==> src/verilog/sfe_map.svh <==
`ifndef SFE_MAP_SVH
`define SFE_MAP_SVH

// Command opcodes
`define SFE_OP_WRITE_ENABLE 8'h06
`define SFE_OP_WRITE_DISABLE 8'h04
`define SFE_OP_READ_STATUS 8'h05
`define SFE_OP_ERASE_32K 8'h52
`define SFE_OP_ERASE_64K 8'hd8
`define SFE_OP_CHIP_ERASE_A 8'h60
`define SFE_OP_CHIP_ERASE_B 8'hc7
`define SFE_OP_DEEP_SLEEP 8'hb9
`define SFE_OP_WAKE_AND_ID 8'hab

// Frame lengths in bits at select rise
`define SFE_BITS_OPCODE 6'd8
`define SFE_BITS_ADDR_CMD 6'd32
`define SFE_BITS_SAT 6'h3f

// Status byte field positions
`define SFE_ST_WIP_BIT 0
`define SFE_ST_WEL_BIT 1
`define SFE_ST_BP_LSB 2

// Clock rate and times
`define SFE_CLK_MHZ 250
`define SFE_SMALL_BLOCK_ERASE_TIME_US 150
`define SFE_LARGE_BLOCK_ERASE_TIME_US 300
`define SFE_FULL_ERASE_TIME_US 2000
`define SFE_SLEEP_ENTRY_DELAY_NS 3000
`define SFE_WAKE_DELAY_NS 3000
`define SFE_WAKE_WITH_ID_DELAY_NS 3000

`endif

==> src/verilog/sfe_pkg.sv <==
package sfe_pkg;

  typedef enum logic [2:0] {
    SFE_ST_STANDBY = 3'b000,
    SFE_ST_BUSY = 3'b001,
    SFE_ST_SLEEP_ENTRY = 3'b010,
    SFE_ST_SLEEP = 3'b011,
    SFE_ST_WAKING = 3'b100
  } sfe_state_t;

  typedef enum logic [1:0] {
    SFE_ERASE_32K = 2'b00,
    SFE_ERASE_64K = 2'b01,
    SFE_ERASE_CHIP = 2'b10
  } sfe_erase_kind_t;

endpackage

==> src/verilog/sfe_link_if.sv <==
`timescale 1ns/10ps
interface sfe_link_if;
  logic cs_low;
  logic op_stb;
  logic frame_end;
  logic [7:0] opcode;
  logic [5:0] bit_cnt;
  logic [23:0] addr;
  logic out_en;
  logic [7:0] out_byte;
  logic so;

  modport shifter (
    output cs_low, op_stb, frame_end, opcode, bit_cnt, addr, so,
    input out_en, out_byte
  );
  modport core (
    input cs_low, op_stb, frame_end, opcode, bit_cnt, addr, so,
    output out_en, out_byte
  );
endinterface

==> src/verilog/sfe_top.sv <==
// Function
// Refuse 32KB erase on protected block
// D8H erases the addressed 64KB block
// Host sends write enable before erases
// 64KB erase frame: opcode plus three bytes
// Select rise after 32nd bit, else discard
// Erase starts on select rise, busy high
// Write latch cleared; status readable while busy
// Refuse 64KB erase on protected block
// 60H or C7H is full erase, opcode only
// Full erase needs select rise after bit 8
// Full erase runs self-timed, busy held high
// Full erase only with all-clear/all-set protection
// Only B9H enters deep sleep
// In sleep only wake and reset accepted
// Sleep needs select rise after bit 8
// Wait entry delay before sleeping
// Sleep refused while a cycle runs
// Power-up always lands in standby
// ABH wakes after the wake delay
// Host keeps select high during wake delay
// ID after three dummy bytes, MSB, repeating
// Host waits longer delay after ID wake; here both wake delays are 3000 ns
// Wake/ID ignored while busy
// Erase without write latch is dropped
`timescale 1ns/10ps
`include "sfe_map.svh"
module sfe_top #(
  parameter int ADDR_W = 22,
  // Device ID value is arbitrary
  parameter logic [7:0] DEVICE_ID = 8'h5a,
  parameter logic [7:0] SOFT_RESET_OP = 8'hf0,
  parameter int SMALL_BLOCK_ERASE_CYCLES = `SFE_SMALL_BLOCK_ERASE_TIME_US * `SFE_CLK_MHZ,
  parameter int LARGE_BLOCK_ERASE_CYCLES = `SFE_LARGE_BLOCK_ERASE_TIME_US * `SFE_CLK_MHZ,
  parameter int FULL_ERASE_CYCLES = `SFE_FULL_ERASE_TIME_US * `SFE_CLK_MHZ
) (
  input wire logic clk_i,
  input wire logic arst_n_i,
  input wire logic cs_n_i,
  input wire logic sclk_i,
  input wire logic si_i,
  input wire logic [4:0] block_protect_bits_i,
  input wire logic protect_complement_i,
  output logic so_o,
  output logic so_oe_o,
  output logic write_in_progress_o,
  output logic write_enable_latch_o,
  output logic deep_sleep_o,
  output logic erase_start_o,
  output logic [1:0] erase_kind_o,
  output logic [23:0] erase_addr_o
);
  localparam int SLEEP_ENTRY_CYCLES = (`SFE_SLEEP_ENTRY_DELAY_NS * `SFE_CLK_MHZ + 999) / 1000;
  localparam int WAKE_CYCLES = (`SFE_WAKE_DELAY_NS * `SFE_CLK_MHZ + 999) / 1000;
  localparam int WAKE_ID_CYCLES = (`SFE_WAKE_WITH_ID_DELAY_NS * `SFE_CLK_MHZ + 999) / 1000;
  localparam int NBLK = 1 << (ADDR_W - 16);

  if (ADDR_W < 17 || ADDR_W > 24) begin : g_bad_addr_w
    $error("sfe_top: ADDR_W must lie in 17..24");
  end
  if (SMALL_BLOCK_ERASE_CYCLES < 1 || LARGE_BLOCK_ERASE_CYCLES < 1 || FULL_ERASE_CYCLES < 1) begin : g_bad_time
    $error("sfe_top: erase cycle counts must be at least 1");
  end

  typedef struct packed {
    sfe_pkg::sfe_state_t state;
    logic write_enable_latch;
    logic write_in_progress;
    logic sleep;
    logic erase_start;
    sfe_pkg::sfe_erase_kind_t erase_kind;
    logic [23:0] erase_addr;
    logic out_en;
    logic [7:0] out_byte;
    logic so;
    logic so_oe;
    logic tmr_load;
    logic [31:0] tmr_count;
  } sfe_top_st_t;

  sfe_top_st_t st_reg, st_next;
  logic tmr_done;
  logic [7:0] status_byte;

  sfe_link_if link ();

  sfe_shifter u_shifter (
    .clk_i(clk_i),
    .arst_n_i(arst_n_i),
    .cs_n_i(cs_n_i),
    .sclk_i(sclk_i),
    .si_i(si_i),
    .link(link.shifter)
  );

  sfe_timer u_timer (
    .clk_i(clk_i),
    .arst_n_i(arst_n_i),
    .load_i(st_reg.tmr_load),
    .count_i(st_reg.tmr_count),
    .done_o(tmr_done)
  );

  // Block-protect decode: region of 2^(n-1) 64KB blocks at top, or bottom
  // when bit 3 is set; 7 covers all; complement inverts the region.
  function automatic logic block_protected(input logic [4:0] bp, input logic cmp, input logic [23:0] a);
    logic [7:0] blk;
    logic [8:0] size;
    logic hit;
    blk = 8'(a[23:16] & 8'(NBLK - 1));
    size = 9'h0;
    hit = 1'b0;
    if (bp[2:0] == 3'h7) begin
      hit = 1'b1;
    end else if (bp[2:0] != 3'h0) begin
      size = 9'(9'h1 << (bp[2:0] - 3'h1));
      if (bp[3]) begin
        hit = {1'b0, blk} < size;
      end else begin
        hit = {1'b0, blk} >= 9'(NBLK) - size;
      end
    end
    return hit ^ cmp;
  endfunction

  function automatic logic full_erase_allowed(input logic [4:0] bp, input logic cmp);
    return (bp[2:0] == 3'h0 && !cmp) || (bp[2:0] == 3'h7 && cmp);
  endfunction

  always_comb begin
    status_byte = 8'h00;
    status_byte[`SFE_ST_WIP_BIT] = st_reg.write_in_progress;
    status_byte[`SFE_ST_WEL_BIT] = st_reg.write_enable_latch;
    status_byte[`SFE_ST_BP_LSB +: 5] = block_protect_bits_i;
  end

  always_comb begin
    st_next = st_reg;
    st_next.erase_start = 1'b0;
    st_next.tmr_load = 1'b0;
    st_next.so = link.so;
    st_next.out_en = 1'b0;
    st_next.out_byte = st_reg.out_byte;

    // Output selection while selected
    if (link.cs_low && link.bit_cnt >= `SFE_BITS_OPCODE) begin
      if (link.opcode == `SFE_OP_READ_STATUS &&
          (st_reg.state == sfe_pkg::SFE_ST_STANDBY || st_reg.state == sfe_pkg::SFE_ST_BUSY)) begin
        st_next.out_en = 1'b1;
        st_next.out_byte = status_byte;
      end else if (link.opcode == `SFE_OP_WAKE_AND_ID && link.bit_cnt >= `SFE_BITS_ADDR_CMD &&
                   (st_reg.state == sfe_pkg::SFE_ST_STANDBY || st_reg.state == sfe_pkg::SFE_ST_SLEEP)) begin
        st_next.out_en = 1'b1;
        st_next.out_byte = DEVICE_ID;
      end
    end
    st_next.so_oe = st_next.out_en;

    case (st_reg.state)
      sfe_pkg::SFE_ST_STANDBY: begin
        if (link.frame_end) begin
          if (link.bit_cnt == `SFE_BITS_OPCODE) begin
            if (link.opcode == `SFE_OP_WRITE_ENABLE) begin
              st_next.write_enable_latch = 1'b1;
            end else if (link.opcode == `SFE_OP_WRITE_DISABLE || link.opcode == SOFT_RESET_OP) begin
              st_next.write_enable_latch = 1'b0;
            end else if (link.opcode == `SFE_OP_CHIP_ERASE_A || link.opcode == `SFE_OP_CHIP_ERASE_B) begin
              if (st_reg.write_enable_latch && full_erase_allowed(block_protect_bits_i, protect_complement_i)) begin
                st_next.state = sfe_pkg::SFE_ST_BUSY;
                st_next.write_in_progress = 1'b1;
                st_next.write_enable_latch = 1'b0;
                st_next.erase_start = 1'b1;
                st_next.erase_kind = sfe_pkg::SFE_ERASE_CHIP;
                st_next.erase_addr = 24'h000000;
                st_next.tmr_load = 1'b1;
                st_next.tmr_count = 32'(FULL_ERASE_CYCLES);
              end
            end else if (link.opcode == `SFE_OP_DEEP_SLEEP) begin
              st_next.state = sfe_pkg::SFE_ST_SLEEP_ENTRY;
              st_next.tmr_load = 1'b1;
              st_next.tmr_count = 32'(SLEEP_ENTRY_CYCLES);
            end
          end else if (link.bit_cnt == `SFE_BITS_ADDR_CMD &&
                       (link.opcode == `SFE_OP_ERASE_32K || link.opcode == `SFE_OP_ERASE_64K)) begin
            if (st_reg.write_enable_latch &&
                !block_protected(block_protect_bits_i, protect_complement_i, link.addr)) begin
              st_next.state = sfe_pkg::SFE_ST_BUSY;
              st_next.write_in_progress = 1'b1;
              st_next.write_enable_latch = 1'b0;
              st_next.erase_start = 1'b1;
              st_next.tmr_load = 1'b1;
              if (link.opcode == `SFE_OP_ERASE_64K) begin
                st_next.erase_kind = sfe_pkg::SFE_ERASE_64K;
                st_next.erase_addr = {link.addr[23:16], 16'h0000};
                st_next.tmr_count = 32'(LARGE_BLOCK_ERASE_CYCLES);
              end else begin
                st_next.erase_kind = sfe_pkg::SFE_ERASE_32K;
                st_next.erase_addr = {link.addr[23:15], 15'h0000};
                st_next.tmr_count = 32'(SMALL_BLOCK_ERASE_CYCLES);
              end
            end
          end
        end
      end
      sfe_pkg::SFE_ST_BUSY: begin
        // Every command other than status read is dropped here
        if (tmr_done) begin
          st_next.write_in_progress = 1'b0;
          st_next.state = sfe_pkg::SFE_ST_STANDBY;
        end
      end
      sfe_pkg::SFE_ST_SLEEP_ENTRY: begin
        if (tmr_done) begin
          st_next.state = sfe_pkg::SFE_ST_SLEEP;
          st_next.sleep = 1'b1;
        end
      end
      sfe_pkg::SFE_ST_SLEEP: begin
        if (link.frame_end && link.bit_cnt >= `SFE_BITS_OPCODE) begin
          if (link.opcode == `SFE_OP_WAKE_AND_ID) begin
            st_next.state = sfe_pkg::SFE_ST_WAKING;
            st_next.tmr_load = 1'b1;
            if (link.bit_cnt == `SFE_BITS_OPCODE) begin
              st_next.tmr_count = 32'(WAKE_CYCLES);
            end else begin
              st_next.tmr_count = 32'(WAKE_ID_CYCLES);
            end
          end else if (link.opcode == SOFT_RESET_OP && link.bit_cnt == `SFE_BITS_OPCODE) begin
            st_next.state = sfe_pkg::SFE_ST_STANDBY;
            st_next.sleep = 1'b0;
            st_next.write_enable_latch = 1'b0;
          end
        end
      end
      sfe_pkg::SFE_ST_WAKING: begin
        if (tmr_done) begin
          st_next.state = sfe_pkg::SFE_ST_STANDBY;
          st_next.sleep = 1'b0;
        end
      end
      default: begin
        st_next.state = sfe_pkg::SFE_ST_STANDBY;
      end
    endcase
  end

  always_ff @(posedge clk_i or negedge arst_n_i) begin
    if (!arst_n_i) begin
      st_reg <= '0;
      st_reg.state <= sfe_pkg::SFE_ST_STANDBY;
    end else begin
      st_reg <= st_next;
    end
  end

  // Output byte and enable go back to the shifter, which serialises them
  assign link.out_en = st_reg.out_en;
  assign link.out_byte = st_reg.out_byte;
  assign so_o = st_reg.so;
  assign so_oe_o = st_reg.so_oe;
  assign write_in_progress_o = st_reg.write_in_progress;
  assign write_enable_latch_o = st_reg.write_enable_latch;
  assign deep_sleep_o = st_reg.sleep;
  assign erase_start_o = st_reg.erase_start;
  assign erase_kind_o = st_reg.erase_kind;
  assign erase_addr_o = st_reg.erase_addr;
endmodule // sfe_top

==> src/verilog/sfe_shifter.sv <==
`timescale 1ns/10ps
`include "sfe_map.svh"
module sfe_shifter (
  input wire logic clk_i,
  input wire logic arst_n_i,
  input wire logic cs_n_i,
  input wire logic sclk_i,
  input wire logic si_i,
  sfe_link_if.shifter link
);
  typedef struct packed {
    logic cs_s1, cs_s2, cs_d;
    logic ck_s1, ck_s2, ck_d;
    logic si_s1, si_s2;
    logic [31:0] shreg;
    logic [5:0] cnt;
    logic [7:0] opcode;
    logic op_stb, frame_end;
    logic [7:0] out_sh;
    logic [2:0] out_cnt;
    logic so;
  } sfe_shift_st_t;

  sfe_shift_st_t st_reg, st_next;

  always_comb begin
    st_next = st_reg;
    st_next.op_stb = 1'b0;
    st_next.frame_end = 1'b0;
    st_next.cs_s1 = cs_n_i;
    st_next.cs_s2 = st_reg.cs_s1;
    st_next.cs_d = st_reg.cs_s2;
    st_next.ck_s1 = sclk_i;
    st_next.ck_s2 = st_reg.ck_s1;
    st_next.ck_d = st_reg.ck_s2;
    st_next.si_s1 = si_i;
    st_next.si_s2 = st_reg.si_s1;
    if (st_reg.cs_d && !st_reg.cs_s2) begin
      st_next.cnt = 6'h00;
      st_next.out_cnt = 3'h0;
      st_next.so = 1'b0;
    end else if (!st_reg.cs_s2) begin
      if (st_reg.ck_s2 && !st_reg.ck_d) begin
        st_next.shreg = {st_reg.shreg[30:0], st_reg.si_s2};
        if (st_reg.cnt != `SFE_BITS_SAT) begin
          st_next.cnt = st_reg.cnt + 6'h01;
        end
        if (st_reg.cnt == `SFE_BITS_OPCODE - 6'h01) begin
          st_next.opcode = {st_reg.shreg[6:0], st_reg.si_s2};
          st_next.op_stb = 1'b1;
        end
      end
      // Output bits change on falling clock edges, MSB first, repeating
      if (!st_reg.ck_s2 && st_reg.ck_d && link.out_en) begin
        if (st_reg.out_cnt == 3'h0) begin
          st_next.so = link.out_byte[7];
          st_next.out_sh = {link.out_byte[6:0], 1'b0};
          st_next.out_cnt = 3'h7;
        end else begin
          st_next.so = st_reg.out_sh[7];
          st_next.out_sh = {st_reg.out_sh[6:0], 1'b0};
          st_next.out_cnt = st_reg.out_cnt - 3'h1;
        end
      end
    end
    if (!st_reg.cs_d && st_reg.cs_s2) begin
      st_next.frame_end = 1'b1;
    end
  end

  always_ff @(posedge clk_i or negedge arst_n_i) begin
    if (!arst_n_i) begin
      st_reg <= '0;
      st_reg.cs_s1 <= 1'b1;
      st_reg.cs_s2 <= 1'b1;
      st_reg.cs_d <= 1'b1;
    end else begin
      st_reg <= st_next;
    end
  end

  assign link.cs_low = !st_reg.cs_s2;
  assign link.op_stb = st_reg.op_stb;
  assign link.frame_end = st_reg.frame_end;
  assign link.opcode = st_reg.opcode;
  assign link.bit_cnt = st_reg.cnt;
  assign link.addr = st_reg.shreg[23:0];
  assign link.so = st_reg.so;
endmodule // sfe_shifter

==> src/verilog/sfe_timer.sv <==
`timescale 1ns/10ps
module sfe_timer (
  input wire logic clk_i,
  input wire logic arst_n_i,
  input wire logic load_i,
  input wire logic [31:0] count_i,
  output logic done_o
);
  typedef struct packed {
    logic [31:0] cnt;
    logic busy;
    logic done;
  } sfe_timer_st_t;

  sfe_timer_st_t st_reg, st_next;

  always_comb begin
    st_next = st_reg;
    st_next.done = 1'b0;
    if (load_i) begin
      st_next.cnt = count_i;
      st_next.busy = 1'b1;
    end else if (st_reg.busy) begin
      if (st_reg.cnt <= 32'h1) begin
        st_next.busy = 1'b0;
        st_next.done = 1'b1;
        st_next.cnt = 32'h0;
      end else begin
        st_next.cnt = st_reg.cnt - 32'h1;
      end
    end
  end

  always_ff @(posedge clk_i or negedge arst_n_i) begin
    if (!arst_n_i) begin
      st_reg <= '0;
    end else begin
      st_reg <= st_next;
    end
  end

  assign done_o = st_reg.done;
endmodule // sfe_timer

==> config.mk <==
export PLATFORM = sky130hd
export DESIGN_NAME = sfe_top
export DESIGN_NICKNAME = d
export VERILOG_FILES = /design/src/verilog/sfe_pkg.sv /design/src/verilog/sfe_link_if.sv /design/src/verilog/sfe_top.sv /design/src/verilog/sfe_shifter.sv /design/src/verilog/sfe_timer.sv
export VERILOG_INCLUDE_DIRS = /design/src /design/src/verilog
export SDC_FILE = /design/constraint.sdc
export NUM_CORES = 1
export LEC_CHECK = 0
export BUFFER_PORTS_ARGS = -buffer_cell sky130_fd_sc_hd__buf_2
export CORE_UTILIZATION = 50
export DETAILED_ROUTE_END_ITERATION = 7
export PLACE_DENSITY = 0.77
export SETUP_SLACK_MARGIN = 0.5
export SLEW_MARGIN = 20
export SYNTH_ARGS = -nofsm -noshare
export SYNTH_HDL_FRONTEND = slang
export SYNTH_SLANG_ARGS = --single-unit
==> constraint.sdc <==
create_clock -name clk_i -period 2.6 [get_ports clk_i]
set_input_delay 0.39 -clock clk_i [delete_from_list [all_inputs] [get_ports clk_i]]
set_output_delay 0.39 -clock clk_i [all_outputs]
set_load 0.05 [all_outputs]
==> flow_metrics.tcl <==
set metrics [dict create \
    die_w_um 120.7 \
    grt-ovfl-total 0 \
    powerDensity_mw_per_mm2 775.0 \
    largest_reg_flops 33 \
    max_stage_delay_ps 350 \
    final_max_slew_viol_count 0 \
    portBuffers 27 \
    ys_async_sr_fraction 1.000 \
    cts_buffers 17 \
    period_share 1.080 \
    clock_path_buffers 2 \
    via_per_inst 5.918 \
    status "finished with violations" \
    clockRootBuffer "clkbuf_16" \
    start_kind "primary input" \
    cts_sinks 131 \
    grt_pass1_vias 5913 \
    dieArea_mm2 0.01458 \
    die_y_um 120.7 \
    tightest_slew_ps 764.0 \
    violations "design-rule violations, negative hold slack, negative setup slack" \
    syn_inst 738 \
    synth_top_area_frac 0.4544 \
    pin_count 43 \
    clk_pin_slew_ps 60 \
    setup_ws_ps -208.4 \
    ir_drop_v 0.0005983 \
    finalPower_w 0.007231 \
    routabilityCongestion 0.9247 \
    crit_arrival_ps 3110 \
    antenna_found_initial 0 \
    htreeDepth 4 \
    top_layer_used "met4" \
    min_period_ps 2808 \
    cp-end-kind "flop" \
    post-route-drc-count 2 \
    final_net_count 856 \
    placedInstanceArea_mm2 0.007632 \
    wire_per_inst_um 17.84 \
    drt_iter0_markers 416 \
    layoutNonFillerInstCount 1018 \
    synth.avg_cell_area_um2 9.552 \
    grt_first_pass_wirelength_um 28260 \
    cts_tree "built" \
    crit_type "in2reg" \
    synth-seq-cells 131 \
    row_count 43 \
    yosysTopAreaCell "dfrtp_1" \
    ys.flop_type "dfrtp_1" \
    hold_class "in2async" \
    syn_to_final_growth_pct 32.36 \
    drive_above_1_share 0.3759 \
    cellLeakagePower_nw 4.208 \
    yosysSeqAreaShare 0.4656 \
    synth_most_common_cell "dfrtp_1" \
    crit_slowest_cell "a221o_1" \
    synth.area.top_cells "dfrtp_1 (45%), mux2_2 (5.1%), nor2_1 (3.9%), nand2_1 (3.6%), o21ai_0 (3.5%)" \
    synth-edff-count 0 \
    fmax_mhz 356.1 \
    clock_skew_ps 10.65 \
    rsz0062_at_grt "true" \
    synthTopCellsByCount "dfrtp_1 (128), nor2_1 (74), nand2_1 (67)" \
    setup_viol 33 \
    grt_usage 0.2506 \
    vias 6025 \
    fin_util 0.6748 \
    design_area_mm2 0.009330 \
    path_cells "buf_8 -> nor2_4 -> ha_4 -> or3_4 -> ha_4 -> nand4_1 -> o21a_1 -> a221o_1 -> o22a_2 -> o211ai_4 -> a21oi_4 -> a221o_1" \
    firstDrtPassIters 7 \
    maxCapViolCount 0 \
    core_mm2 0.01383 \
    start_util 0.5098 \
    dp_cells 943 \
    crit_path_max_fanout 8 \
    grt_max_degree 50 \
    yosysUniqueCellTypes 69 \
    worstPathRequired_ps 2900 \
    wl_met1_um 7524 \
    hold_ws_ps -16.12 \
    rrSetupSlack_ps -60 \
    fillers 969 \
    num_antenna_cells 0 \
    finalHoldViolations 7 \
    dp_hpwl_um 10970 \
    antenna_left 0 \
    yosysWarnings 0 \
    dr_wl_met2_um 9464 \
    synth_area_mm2 0.007049 \
    dr_wl_met3_um 599 \
    clkLatencyLatePin_ps 420 \
    timing.slew.headroom 0.4897 \
    wl_um 18160 \
]
-- final timing paths --
kind / start / to / cells past startpoint
worst max-delay path: block_protect_bits_i[1] / st_reg[9] / 12
worst min-delay path: arst_n_i / u_timer.st_reg[28] / 1
worst max register to register: u_timer.st_reg[25] / u_timer.st_reg[23] / 10
worst min register to register: u_shifter.st_next[63] / u_shifter.st_next[62] / 0
max in group asynchronous: arst_n_i / u_timer.st_reg[27] / 2
min in group clk_i: cs_n_i / u_shifter.st_next[66] / 1
-- report_power, final --
group	internal, W	leakage [nW]	switching, W
Clock	0.00151	0.280	0.000844
Combinational	0.00106	2.20	0.00128
Sequential	0.00226	1.72	0.000285
Total	0.00482	4.21	0.00241
-- area by class of cell --
cell class,count,area (um2),area share
Inverter,28,105.1,0.01126
Clock inverter,11,137.6,0.01475
Clock buffer,19,442.9,0.04747
Tap cell,180,225.2,0.02414
Timing Repair Buffer,118,1074,0.1151
Sequential cell,131,3287,0.3523
Multi-Input combinational cell,531,4059,0.4350
-- critical path, delay by kind of cell --
family / cells / cell delay (ps)
and+or+nand+nor: 3 / 530
adders and majority gates: 2 / 500
buffers and inverters: 1 / 100
AOI/OAI and AO/OA: 6 / 1590
-- per-stage QoR --
stage / setup TNS (ps) / setup WS [ps]
2_1_floorplan: -16350 / -686.2
3_3_place_gp: -19980 / -883.6
3_5_place_dp: -21510 / -954.4
4_1_cts: -2406 / -215.1
5_1_grt: -6724 / -279.0
6_report: -2643 / -208.4
-- what timing repair did --
action | in CTS | in global routing
gates cloned | 4 | 1
buffers inserted | 28 | 12
pin swaps | 43 | 34
hold buffers | 0 | 0
setup endpoints to repair | 70 | 79
gates resized for setup | 124 | 48
-- cell usage in the layout (no fill, tap or decap), types with 6 or more instances in the layout --
cell type	Yosys	layout
a21o_1	7	7
a21oi_1	17	8
a21oi_2	1	9
a221oi_2	6	7
buf_12	0	7
buf_2	5	24
buf_4	28	64
buf_6	2	16
clkbuf_16	0	18
conb_1	1	15
dfrtp_1	128	124
ha_1	18	14
inv_1	28	27
mux2_2	32	32
mux2i_1	9	9
nand2_1	67	66
nand2b_1	10	9
nand3_1	14	11
nand4_1	10	10
nor2_1	74	53
nor2_4	0	19
nor2b_1	17	16
nor3_1	24	20
nor4_1	9	6
o21ai_0	50	25
o21ai_1	31	31
o21ai_2	0	22
o31ai_1	8	8
or2_2	9	8
or3_4	0	6
-- per-layer routing --
layer	vias up	track usage
li1	2798	-
met2	164	0.4224
met5	-	0
met3	47	0.05708
met4	0	0.1358
met1	3016	0.2967
-- cell families (layout without fill, tap and decap cells) --
logic type / count (synthesis) / in the layout / share of synthesized area
other: 1 / 15 / 0.0005320
AND/OR/NAND/NOR: 279 / 279 / 0.2034
buffers and inverters: 90 / 176 / 0.06585
XOR/XNOR: 6 / 6 / 0.007455
flip-flops: 131 / 131 / 0.4656
multiplexers: 41 / 41 / 0.06390
AO/OA/AOI/OAI: 172 / 172 / 0.1613
adder cells (fa/ha/maj): 18 / 18 / 0.03195
Power figures use the tool's default switching activity.
